==> config.mk <==
export PLATFORM = sky130hd
export DESIGN_NAME = rtc_raster_controller
export DESIGN_NICKNAME = d
export VERILOG_FILES = /design/src/hdl/rtc_raster_controller.v
export VERILOG_INCLUDE_DIRS = /design/src /design/src/include
export SDC_FILE = /design/constraint.sdc
export NUM_CORES = 1
export LEC_CHECK = 0
export BUFFER_PORTS_ARGS = -buffer_cell sky130_fd_sc_hd__buf_2
export CAP_MARGIN = 20
export CORE_UTILIZATION = 25
export CTS_CLUSTER_SIZE = 25
export DETAILED_ROUTE_END_ITERATION = 8
export PLACE_DENSITY = 0.4
export SLEW_MARGIN = 20
export SYNTH_ARGS = -nofsm -noshare
export SYNTH_HDL_FRONTEND = slang
export SYNTH_SLANG_ARGS = --single-unit
export TNS_END_PERCENT = 10
==> constraint.sdc <==
create_clock -name i_clk -period 3.4 [get_ports i_clk]
set_input_delay 0.34 -clock i_clk [delete_from_list [all_inputs] [get_ports i_clk]]
set_output_delay 0.34 -clock i_clk [all_outputs]
set_load 0.02 [all_outputs]
==> src/include/rtc_defines.vh <==
`ifndef RTC_DEFINES_VH
`define RTC_DEFINES_VH

// ----------------------------------------
// Register indices
// ----------------------------------------
`define RTC_IDX_H_TOTAL 5'h00
`define RTC_IDX_H_DISP 5'h01
`define RTC_IDX_H_SYNC_POS 5'h02
`define RTC_IDX_H_SYNC_WID 5'h03
`define RTC_IDX_V_TOTAL 5'h04
`define RTC_IDX_V_ADJUST 5'h05
`define RTC_IDX_V_DISP 5'h06
`define RTC_IDX_V_SYNC_POS 5'h07
`define RTC_IDX_INTERLACE 5'h08
`define RTC_IDX_MAX_SCAN 5'h09
`define RTC_IDX_CUR_FIRST 5'h0a
`define RTC_IDX_CUR_LAST 5'h0b
`define RTC_IDX_START_HI 5'h0c
`define RTC_IDX_START_LO 5'h0d
`define RTC_IDX_CUR_POS_HI 5'h0e
`define RTC_IDX_CUR_POS_LO 5'h0f
`define RTC_IDX_PEN_HI 5'h10
`define RTC_IDX_PEN_LO 5'h11

// ----------------------------------------
// Field positions
// ----------------------------------------
`define RTC_MODE_INTERLACE_BIT 0
`define RTC_MODE_VIDEO_BIT 1
`define RTC_CUR_RATE_BIT 5
`define RTC_CUR_BLINK_BIT 6
`define RTC_CUR_LINE_MSB 4

// ----------------------------------------
// Reset values of control registers
// ----------------------------------------
`define RTC_RST_BYTE 8'h00
`define RTC_RST_ADDR 14'h0000
`define RTC_RST_INDEX 5'h00

// ----------------------------------------
// Timing counts
// ----------------------------------------
`define RTC_VSYNC_LINES 4'hf
`define RTC_RESET_MIN_CYCLES 1

`endif

==> src/hdl/rtc_raster_controller.v <==
// Summary of operation
// - Data bus drivers enabled only during a host read of the device.
// - Register data moves on the falling edge of the bus enable strobe.
// - Register select 0 reaches the index, 1 the indexed data register.
// - Read/write low writes the register file, high reads it.
// - Line sync, frame sync, display enable active high; enable only in active area.
// - Fourteen-bit refresh address covers a 16K block, high means one.
// - Five-bit row address comes straight from the raster counter.
// - Active-high cursor output marks where the cursor is shown.
// - Display outputs move on the falling edge of the character clock.
// - Pen strobe rising edge latches the refresh address at next character edge.
// - Chip reset clears all counters but the blink counter, stops display, outputs low, registers kept.
// - Chip reset acts only with pen strobe low; pen high selects test mode.
// - Address outputs go low with character clock low; reset lasts one cycle.
// - Display resumes at once after chip reset release, no reprogramming.
// - Interlace mode: bit0 clear normal, 01 sync, 11 sync and video.
// - Maximum scan line holds scan lines per row minus one.
// - Cursor start: low five bits first line, bit6 blink, bit5 rate.
// - Cursor end register holds the last cursor scan line.
// - Fourteen-bit start address is first refresh address after vertical blanking.
// - Pen capture register is fourteen-bit read-only, loaded on strobe.
// - Cursor position is a fourteen-bit read/write register.
// - Cursor asserts when cursor position equals refresh address.
// - Raster counter at maximum resets and advances the row counter.
// - Frame sync lasts sixteen raster lines, not programmable.
`timescale 1ns/10ps
`include "rtc_defines.vh"

module rtc_raster_controller #(
   parameter MA_W = 14,
   parameter RA_W = 5
) (
   input wire i_clk,
   input wire i_arst_n,
   input wire i_ce,
   input wire i_char_clk,
   input wire i_chip_reset_n,
   input wire i_pen_strobe_pin,
   input wire i_bus_enable,
   input wire i_cs_n,
   input wire i_register_select,
   input wire i_read_write_n,
   input wire [7:0] i_host_data_bus,
   output reg [7:0] o_host_data_bus,
   output wire o_host_data_bus_oe,
   output wire o_line_sync_pulse,
   output wire o_frame_sync_pulse,
   output wire o_display_enable,
   output wire o_cursor,
   output wire [MA_W-1:0] o_refresh_address_out,
   output wire [RA_W-1:0] o_char_row_address_out,
   output wire o_test_mode
);

   // ----------------------------------------
   // Register decode helpers
   // ----------------------------------------
   function hit;
      input [4:0] idx;
      input [4:0] num;
      begin
         hit = (idx == num);
      end
   endfunction

   // ----------------------------------------
   // Declarations
   // ----------------------------------------
   reg char_q_reg;
   reg enable_q_reg;
   reg pen_q_reg;
   reg pen_pend_reg;
   reg [4:0] index_reg;
   reg [7:0] h_total_reg;
   reg [7:0] h_disp_reg;
   reg [7:0] h_sync_pos_reg;
   reg [3:0] h_sync_wid_reg;
   reg [6:0] v_total_reg;
   reg [4:0] v_adjust_reg;
   reg [6:0] v_disp_reg;
   reg [6:0] v_sync_pos_reg;
   reg [1:0] scan_interlace_mode_reg;
   reg [4:0] max_scan_line_reg;
   reg [6:0] cursor_first_line_format_reg;
   reg [4:0] cursor_last_line_reg;
   reg [13:0] display_start_reg;
   reg [13:0] cursor_position_reg;
   reg [13:0] pen_capture_reg;
   reg [7:0] h_cnt_reg;
   reg [4:0] raster_reg;
   reg [6:0] v_cnt_reg;
   reg adj_reg;
   reg [4:0] adj_cnt_reg;
   reg field_reg;
   reg [4:0] blink_cnt_reg;
   reg [13:0] ma_reg;
   reg [13:0] row_start_reg;
   reg hsync_reg;
   reg [3:0] hs_cnt_reg;
   reg vsync_reg;
   reg [3:0] vs_cnt_reg;
   reg de_reg;
   reg cursor_reg;
   reg [7:0] rd_next;

   wire char_fall;
   wire enable_fall;
   wire bus_sel;
   wire wr_strobe;
   wire reset_hold;
   wire line_end;
   wire vid_mode;
   wire raster_last;
   wire row_end;
   wire v_last;
   wire frame_end;
   wire [4:0] raster_first;
   wire [4:0] raster_step;
   wire vs_start;
   wire hs_last;
   wire blink_on;
   wire cur_line_hit;
   wire [4:0] cur_first;

   // ----------------------------------------
   // Edge detection on sampled pins
   // ----------------------------------------
   // Falling character edge
   assign char_fall = char_q_reg & ~i_char_clk;
   assign enable_fall = enable_q_reg & ~i_bus_enable;
   assign bus_sel = ~i_cs_n;
   assign wr_strobe = enable_fall & bus_sel & ~i_read_write_n;
   assign reset_hold = ~i_chip_reset_n & ~i_pen_strobe_pin;
   assign o_test_mode = ~i_chip_reset_n & i_pen_strobe_pin;

   always @(posedge i_clk or negedge i_arst_n) begin
      if (!i_arst_n) begin
         char_q_reg <= 1'b0;
         enable_q_reg <= 1'b0;
         pen_q_reg <= 1'b0;
      end else if (i_ce) begin
         char_q_reg <= i_char_clk;
         enable_q_reg <= i_bus_enable;
         pen_q_reg <= i_pen_strobe_pin;
      end
   end

   // ----------------------------------------
   // Register file writes
   // ----------------------------------------
   // Chip reset leaves this file alone; only the async reset clears it.
   always @(posedge i_clk or negedge i_arst_n) begin
      if (!i_arst_n) begin
         index_reg <= `RTC_RST_INDEX;
         h_total_reg <= `RTC_RST_BYTE;
         h_disp_reg <= `RTC_RST_BYTE;
         h_sync_pos_reg <= `RTC_RST_BYTE;
         h_sync_wid_reg <= 4'h0;
         v_total_reg <= 7'h00;
         v_adjust_reg <= 5'h00;
         v_disp_reg <= 7'h00;
         v_sync_pos_reg <= 7'h00;
         scan_interlace_mode_reg <= 2'h0;
         max_scan_line_reg <= 5'h00;
         cursor_first_line_format_reg <= 7'h00;
         cursor_last_line_reg <= 5'h00;
         display_start_reg <= `RTC_RST_ADDR;
         cursor_position_reg <= `RTC_RST_ADDR;
      end else if (i_ce && wr_strobe) begin
         if (!i_register_select) begin
            index_reg <= i_host_data_bus[4:0];
         end else begin
            if (hit(index_reg, `RTC_IDX_H_TOTAL)) h_total_reg <= i_host_data_bus;
            if (hit(index_reg, `RTC_IDX_H_DISP)) h_disp_reg <= i_host_data_bus;
            if (hit(index_reg, `RTC_IDX_H_SYNC_POS)) h_sync_pos_reg <= i_host_data_bus;
            if (hit(index_reg, `RTC_IDX_H_SYNC_WID)) h_sync_wid_reg <= i_host_data_bus[3:0];
            if (hit(index_reg, `RTC_IDX_V_TOTAL)) v_total_reg <= i_host_data_bus[6:0];
            if (hit(index_reg, `RTC_IDX_V_ADJUST)) v_adjust_reg <= i_host_data_bus[4:0];
            if (hit(index_reg, `RTC_IDX_V_DISP)) v_disp_reg <= i_host_data_bus[6:0];
            if (hit(index_reg, `RTC_IDX_V_SYNC_POS)) v_sync_pos_reg <= i_host_data_bus[6:0];
            if (hit(index_reg, `RTC_IDX_INTERLACE)) scan_interlace_mode_reg <= i_host_data_bus[1:0];
            if (hit(index_reg, `RTC_IDX_MAX_SCAN)) max_scan_line_reg <= i_host_data_bus[4:0];
            if (hit(index_reg, `RTC_IDX_CUR_FIRST)) cursor_first_line_format_reg <= i_host_data_bus[6:0];
            if (hit(index_reg, `RTC_IDX_CUR_LAST)) cursor_last_line_reg <= i_host_data_bus[4:0];
            if (hit(index_reg, `RTC_IDX_START_HI)) display_start_reg[13:8] <= i_host_data_bus[5:0];
            if (hit(index_reg, `RTC_IDX_START_LO)) display_start_reg[7:0] <= i_host_data_bus;
            if (hit(index_reg, `RTC_IDX_CUR_POS_HI)) cursor_position_reg[13:8] <= i_host_data_bus[5:0];
            if (hit(index_reg, `RTC_IDX_CUR_POS_LO)) cursor_position_reg[7:0] <= i_host_data_bus;
         end
      end
   end

   // ----------------------------------------
   // Register file reads
   // ----------------------------------------
   // Write-only registers and the index read as zero.
   always @* begin
      rd_next = 8'h00;
      if (i_register_select) begin
         if (hit(index_reg, `RTC_IDX_CUR_POS_HI)) rd_next = {2'h0, cursor_position_reg[13:8]};
         if (hit(index_reg, `RTC_IDX_CUR_POS_LO)) rd_next = cursor_position_reg[7:0];
         if (hit(index_reg, `RTC_IDX_PEN_HI)) rd_next = {2'h0, pen_capture_reg[13:8]};
         if (hit(index_reg, `RTC_IDX_PEN_LO)) rd_next = pen_capture_reg[7:0];
      end
   end

   // Read data is reloaded each cycle while enable is high and held once it falls, so it is stable at the falling edge.
   always @(posedge i_clk or negedge i_arst_n) begin
      if (!i_arst_n) begin
         o_host_data_bus <= 8'h00;
      end else if (i_ce) begin
         if (i_bus_enable && bus_sel && i_read_write_n) begin
            o_host_data_bus <= rd_next;
         end
      end
   end

   assign o_host_data_bus_oe = i_bus_enable & bus_sel & i_read_write_n;

   // ----------------------------------------
   // Timing decode
   // ----------------------------------------
   assign line_end = (h_cnt_reg == h_total_reg);
   assign vid_mode = scan_interlace_mode_reg[`RTC_MODE_INTERLACE_BIT] &
                     scan_interlace_mode_reg[`RTC_MODE_VIDEO_BIT];
   assign raster_step = vid_mode ? 5'h02 : 5'h01;
   assign raster_first = vid_mode ? {4'h0, field_reg} : 5'h00;
   assign raster_last = vid_mode ? (raster_reg[4:1] == max_scan_line_reg[4:1]) :
                        (raster_reg == max_scan_line_reg);
   assign row_end = line_end & raster_last & ~adj_reg;
   assign v_last = (v_cnt_reg == v_total_reg);
   assign frame_end = (row_end & v_last & (v_adjust_reg == 5'h00)) |
                      (adj_reg & line_end & (adj_cnt_reg == v_adjust_reg - 5'h01));
   assign vs_start = row_end & ~v_last & ((v_cnt_reg + 7'h01) == v_sync_pos_reg);
   // Zero width means sixteen characters
   assign hs_last = ((hs_cnt_reg + 4'h1) == h_sync_wid_reg);

   assign blink_on = ~cursor_first_line_format_reg[`RTC_CUR_BLINK_BIT] ?
                     ~cursor_first_line_format_reg[`RTC_CUR_RATE_BIT] :
                     (cursor_first_line_format_reg[`RTC_CUR_RATE_BIT] ? blink_cnt_reg[4] : blink_cnt_reg[3]);
   assign cur_first = cursor_first_line_format_reg[`RTC_CUR_LINE_MSB:0];
   assign cur_line_hit = (raster_reg >= cur_first) & (raster_reg <= cursor_last_line_reg);

   // ----------------------------------------
   // Raster counters and address generator
   // ----------------------------------------
   always @(posedge i_clk or negedge i_arst_n) begin
      if (!i_arst_n) begin
         h_cnt_reg <= 8'h00;
         raster_reg <= 5'h00;
         v_cnt_reg <= 7'h00;
         adj_reg <= 1'b0;
         adj_cnt_reg <= 5'h00;
         field_reg <= 1'b0;
         blink_cnt_reg <= 5'h00;
         ma_reg <= `RTC_RST_ADDR;
         row_start_reg <= `RTC_RST_ADDR;
         hsync_reg <= 1'b0;
         hs_cnt_reg <= 4'h0;
         vsync_reg <= 1'b0;
         vs_cnt_reg <= 4'h0;
         de_reg <= 1'b0;
         cursor_reg <= 1'b0;
      end else if (i_ce) begin
         if (reset_hold) begin
            if (!i_char_clk) begin
               h_cnt_reg <= 8'h00;
               raster_reg <= 5'h00;
               v_cnt_reg <= 7'h00;
               adj_reg <= 1'b0;
               adj_cnt_reg <= 5'h00;
               field_reg <= 1'b0;
               // Resume from zero
               // Address pins must read low here; start address reloads at frame end
               ma_reg <= `RTC_RST_ADDR;
               row_start_reg <= `RTC_RST_ADDR;
               hsync_reg <= 1'b0;
               hs_cnt_reg <= 4'h0;
               vsync_reg <= 1'b0;
               vs_cnt_reg <= 4'h0;
               de_reg <= 1'b0;
               cursor_reg <= 1'b0;
            end
         end else if (char_fall) begin
            de_reg <= (h_cnt_reg < h_disp_reg) & (v_cnt_reg < v_disp_reg) & ~adj_reg;
            cursor_reg <= (ma_reg == cursor_position_reg) & cur_line_hit & blink_on &
                          (h_cnt_reg < h_disp_reg) & (v_cnt_reg < v_disp_reg) & ~adj_reg;
            // Line sync pulse
            if (hsync_reg) begin
               hs_cnt_reg <= hs_cnt_reg + 4'h1;
               if (hs_last) begin
                  hsync_reg <= 1'b0;
               end
            end else if (h_cnt_reg == h_sync_pos_reg) begin
               hsync_reg <= 1'b1;
               hs_cnt_reg <= 4'h0;
            end
            if (frame_end) begin
               h_cnt_reg <= 8'h00;
               v_cnt_reg <= 7'h00;
               adj_reg <= 1'b0;
               adj_cnt_reg <= 5'h00;
               field_reg <= scan_interlace_mode_reg[`RTC_MODE_INTERLACE_BIT] ? ~field_reg : 1'b0;
               raster_reg <= (vid_mode ? {4'h0, ~field_reg} : 5'h00);
               blink_cnt_reg <= blink_cnt_reg + 5'h01;
               ma_reg <= display_start_reg;
               row_start_reg <= display_start_reg;
            end else if (line_end) begin
               h_cnt_reg <= 8'h00;
               if (row_end) begin
                  raster_reg <= raster_first;
                  if (v_last) begin
                     adj_reg <= 1'b1;
                     adj_cnt_reg <= 5'h00;
                  end else begin
                     v_cnt_reg <= v_cnt_reg + 7'h01;
                  end
                  row_start_reg <= row_start_reg + {6'h00, h_disp_reg};
                  ma_reg <= row_start_reg + {6'h00, h_disp_reg};
               end else begin
                  raster_reg <= raster_reg + raster_step;
                  if (adj_reg) begin
                     adj_cnt_reg <= adj_cnt_reg + 5'h01;
                  end
                  ma_reg <= row_start_reg;
               end
            end else begin
               h_cnt_reg <= h_cnt_reg + 8'h01;
               ma_reg <= ma_reg + 14'h0001;
            end
            // Frame sync pulse
            if (vs_start) begin
               vsync_reg <= 1'b1;
               vs_cnt_reg <= 4'h0;
            end else if (vsync_reg && line_end) begin
               vs_cnt_reg <= vs_cnt_reg + 4'h1;
               if (vs_cnt_reg == `RTC_VSYNC_LINES) begin
                  vsync_reg <= 1'b0;
               end
            end
         end
      end
   end

   // ----------------------------------------
   // Light pen capture
   // ----------------------------------------
   // The edge is held pending until the next falling character edge; a new
   // edge in the same cycle as the capture keeps the request alive.
   always @(posedge i_clk or negedge i_arst_n) begin
      if (!i_arst_n) begin
         pen_pend_reg <= 1'b0;
         pen_capture_reg <= `RTC_RST_ADDR;
      end else if (i_ce) begin
         if (i_pen_strobe_pin && !pen_q_reg) begin
            pen_pend_reg <= 1'b1;
         end else if (char_fall) begin
            pen_pend_reg <= 1'b0;
         end
         if (char_fall && pen_pend_reg) begin
            pen_capture_reg <= ma_reg;
         end
      end
   end

   // ----------------------------------------
   // Outputs
   // ----------------------------------------
   // Active-high syncs
   assign o_line_sync_pulse = hsync_reg;
   assign o_frame_sync_pulse = vsync_reg;
   assign o_display_enable = de_reg;
   assign o_cursor = cursor_reg;
   assign o_refresh_address_out = ma_reg[MA_W-1:0];
   assign o_char_row_address_out = raster_reg[RA_W-1:0];

endmodule // rtc_raster_controller

==> flow_metrics.env <==
export IMPL_outcome="finished clean"
export IMPL_syn_to_final_growth_pct=17.11
export IMPL_final_antenna_net_count=0
export IMPL_post_route_period_util_pct=83.36
export IMPL_hp_start="i_char_clk"
export IMPL_synth_ff_type="dfrtp_1"
export IMPL_worst_pin_slew_ns=0.8464
export IMPL_layout_nets=1162
export IMPL_die_width_um=213.1
export IMPL_core_area_sq_um=43550
export IMPL_drt_iter0_markers=504
export IMPL_reg2reg_slack_ns=0.57
export IMPL_worstSetupPathType="register to register"
export IMPL_antenna_found_initial=1
export IMPL_postSynthNetCount=1095
export IMPL_drc=0
export IMPL_cts_clk_slew_worst_paths_ns=0.06
export IMPL_final_setup_tns_ns=0
export IMPL_cp_required_ns=3.81
export IMPL_worstRegToRegCells=10
export IMPL_grt_usage_pct=15.86
export IMPL_worstHoldPathType="input pin to register"
export IMPL_place_hpwl_um=24610
export IMPL_critPathMaxFanout=19
export IMPL_crit_slowest_cell="or4b_1"
export IMPL_synth_cell_types=66
export IMPL_irDropWorstVdd_mv=0.2874
export IMPL_syn_area_per_cell_sq_um=10.77
export IMPL_ys_seq_elements=204
export IMPL_cts_root_buf="clkbuf_16"
export IMPL_p_leak_nw=6.069
export IMPL_setup_viol=0
export IMPL_placedCellCount=1658
export IMPL_synth_area_sq_um=11140
export IMPL_fp_dieH_um=213.1
export IMPL_end_kind="register"
export IMPL_critical_path_cell_chain="inv_1, ha_1, or4b_1, nor4_1, nand4_1, o22a_1, buf_4, nand2_4, a211oi_1, a221o_1"
export IMPL_dieArea_sq_um=45400
export IMPL_hold_viol=0
export IMPL_grt_ovfl_total=0
export IMPL_arrival_ns=3.25
export IMPL_synthArstFlopShare_pct=100.0
export IMPL_post_cts_resized=0
export IMPL_routed_via_count=8171
export IMPL_stdcell_count=1704
export IMPL_cts_buffers=25
export IMPL_grt_max_degree=87
export IMPL_drv_cap=0
export IMPL_fin_util_pct=29.95
export IMPL_hold_depth=2
export IMPL_insertion_delay_ns=0.54
export IMPL_whs_endpoint="char_q_reg$_DFFE_PN0P_"
export IMPL_place_congestion=0.8139
export IMPL_finClkSkew_ns=0.01459
export IMPL_synth_edf_count=0
export IMPL_first_global_vias=8163
export IMPL_cts_tree="done"
export IMPL_fin_total_pwr_mw=7.992
export IMPL_multiInputGateArea_sq_um=5667
export IMPL_period_needed_ns=2.834
export IMPL_fmax_mhz=352.8
export IMPL_startpoint_type="register"
export IMPL_pwr_density_cell_nw_per_um2=612.7
export IMPL_grt_use_met3_pct=1.941
export IMPL_grt_busiest_layer="met2"
export IMPL_rsz0062_at_grt="no"
export IMPL_rows=76
export IMPL_worstReg2RegStart="v_adjust_reg[0]$_DFFE_PN0P_"
export IMPL_routed_via_density=4.795
export IMPL_timing_rr_end="o_refresh_address_out[2]$_DFFE_PN0P_"
export IMPL_met2_usage_pct=25.44
export IMPL_holdWs_ns=0.06592
export IMPL_slew_violations=0
export IMPL_h_tree_depth=1
export IMPL_grt_met1_usage_pct=22.43
export IMPL_synthCells=1034
export IMPL_portBuffers=50
export IMPL_slowest_delay_ns=0.45
export IMPL_start_util_pct=25.57
export IMPL_drt_total_wl_um=34950
export IMPL_grt_pass1_wl_um=53380
export IMPL_clkSinkCount=204
export IMPL_ys_warn_count=0
export IMPL_ioPinCount=51
export IMPL_seq_area_sq_um=5105
export IMPL_relSlewSlack_pct=43.42
export IMPL_nFillCells=4554
export IMPL_clockBufferDepth=3
export IMPL_drive_gt1_share_pct=24.31
export IMPL_wire_per_inst_um=20.51
export IMPL_first_pass_iters=5
export IMPL_diodes=0
export IMPL_ys_seq_area_share_pct=45.83
==> final cells by class <==
type | count | share of cell area (%)
Timing Repair Buffer | 89 | 4.451
Multi-Input combinational cell | 739 | 43.44
Clock buffer | 36 | 5.573
Sequential cell | 204 | 39.14
Tap cell | 585 | 5.611
Inverter | 42 | 1.209
Clock inverter | 9 | 0.5755
==> report_power, final <==
group	total, mW	internal [mW]	leakage [nW]	switching (mW)
registers	3.13	2.73	2.78	0.398
logic	2.21	0.891	2.89	1.32
clock network	2.65	1.55	0.395	1.10
total	7.99	5.18	6.07	2.81
==> repair_timing <==
action / CTS / global route
setup buffers: 0 / 0
hold buffers: 1 / 0
endpoints found under the hold margin: 82 / 0
==> critical path: cells and delay by family (launching register included) <==
kind / cells / cell delay (ns)
and+or+nand+nor: 4 / 1.20
AOI/OAI and AO/OA: 3 / 0.62
DFF: 1 / 0.41
buffers and inverters: 2 / 0.29
adders and majority gates: 1 / 0.19
==> cell usage after synthesis, types with 4 or more instances <==
| master | instances | area (sq um) |
|---|---|---|
| nor4_1 | 10 | 62.56 |
| and4_1 | 5 | 43.79 |
| inv_1 | 42 | 157.7 |
| a22oi_1 | 12 | 90.09 |
| buf_4 | 4 | 30.03 |
| a221oi_1 | 6 | 52.55 |
| ha_1 | 41 | 513.0 |
| nand2_1 | 79 | 296.5 |
| nor3b_1 | 7 | 52.55 |
| xnor2_1 | 44 | 385.4 |
| nand4_1 | 23 | 143.9 |
| and3_1 | 8 | 50.05 |
| clkbuf_1 | 34 | 127.6 |
| nor3_1 | 17 | 85.08 |
| a211oi_1 | 13 | 97.59 |
| a22o_1 | 9 | 78.83 |
| dfrtp_1 | 204 | 5105 |
| nor2_1 | 44 | 165.2 |
| o21ai_1 | 27 | 135.1 |
| mux2i_1 | 8 | 80.08 |
| mux2_2 | 124 | 1396 |
| o21ai_0 | 41 | 205.2 |
| o22ai_1 | 5 | 31.28 |
| a31oi_1 | 4 | 25.02 |
| a32oi_1 | 4 | 35.03 |
| a21o_1 | 18 | 135.1 |
| xor2_1 | 54 | 473.0 |
| nor2b_1 | 10 | 62.56 |
| nand3_1 | 30 | 150.1 |
| a21oi_1 | 21 | 105.1 |
| buf_2 | 9 | 45.04 |
| o31ai_1 | 13 | 97.59 |
| nand2b_1 | 11 | 68.82 |
==> routing by layer <==
layer / share of wire, % / wire (um)
met1: 48 / 16750
met2: 46 / 16180
met3: 3.8 / 1319
met4: 2.0 / 694
met5: 0 / 0
==> cell usage in the layout (no fill, tap or decap), types with 4 or more instances in the layout <==
master,netlist,final
and3_1,8,8
mux2i_1,8,8
buf_2,9,49
a221oi_1,6,6
a32oi_1,4,4
nor3b_1,7,7
a22o_1,9,9
ha_1,41,41
mux2_2,124,124
nand2b_1,11,11
nand2_1,79,79
nor2b_1,10,10
xnor2_1,44,44
o31ai_1,13,13
nor4_1,10,9
nand3_1,30,30
o21ai_1,27,26
clkbuf_16,0,25
nand4_1,23,23
clkbuf_1,34,5
a22oi_1,12,12
o21ai_0,41,40
a211oi_1,13,13
dfrtp_1,204,204
o22ai_1,5,5
clkbuf_8,0,6
inv_1,42,42
a21oi_1,21,21
a31oi_1,4,4
and4_1,5,5
nor2_1,44,43
clkinv_2,0,6
xor2_1,54,54
nor3_1,17,17
a21o_1,18,18
buf_4,4,36
==> how the worst max path moves through the flow <==
stage / startpoint / to / slack (ns) / cells after the start
final: v_adjust_reg[0]$_DFFE_PN0P_ / o_refresh_address_out[2]$_DFFE_PN0P_ / 0.57 / 10
after global routing: v_adjust_reg[0]$_DFFE_PN0P_ / adj_reg$_DFFE_PN0P_ / 0.37 / 10
after CTS: v_adjust_reg[0]$_DFFE_PN0P_ / o_refresh_address_out[2]$_DFFE_PN0P_ / 0.54 / 10
after floorplan: v_adjust_reg[0]$_DFFE_PN0P_ / o_refresh_address_out[2]$_DFFE_PN0P_ / 1.01 / 10
after detailed placement: v_adjust_reg[0]$_DFFE_PN0P_ / o_refresh_address_out[0]$_DFFE_PN0P_ / 0.55 / 10
after global placement: v_adjust_reg[0]$_DFFE_PN0P_ / blink_cnt_reg[4]$_DFFE_PN0P_ / 0.58 / 10
==> per-stage QoR <==
step                area (sq um)  worst slack [ns]
floorplan                  11140             1.012
global placement           12230            0.5818
detailed placement         12230            0.5541
CTS                        13040            0.5427
global route               13040            0.3690
finish                     13040            0.5657
==> cell families after synthesis <==
| logic type | synth area share, % |
|---|---|
| buf+inv | 3.437 |
| fa+ha+maj | 4.965 |
| mux | 13.26 |
| simple gates | 12.55 |
| xor+xnor | 7.706 |
| compound gates | 12.26 |
| flops | 45.83 |
(Power assumes the default switching activity.)
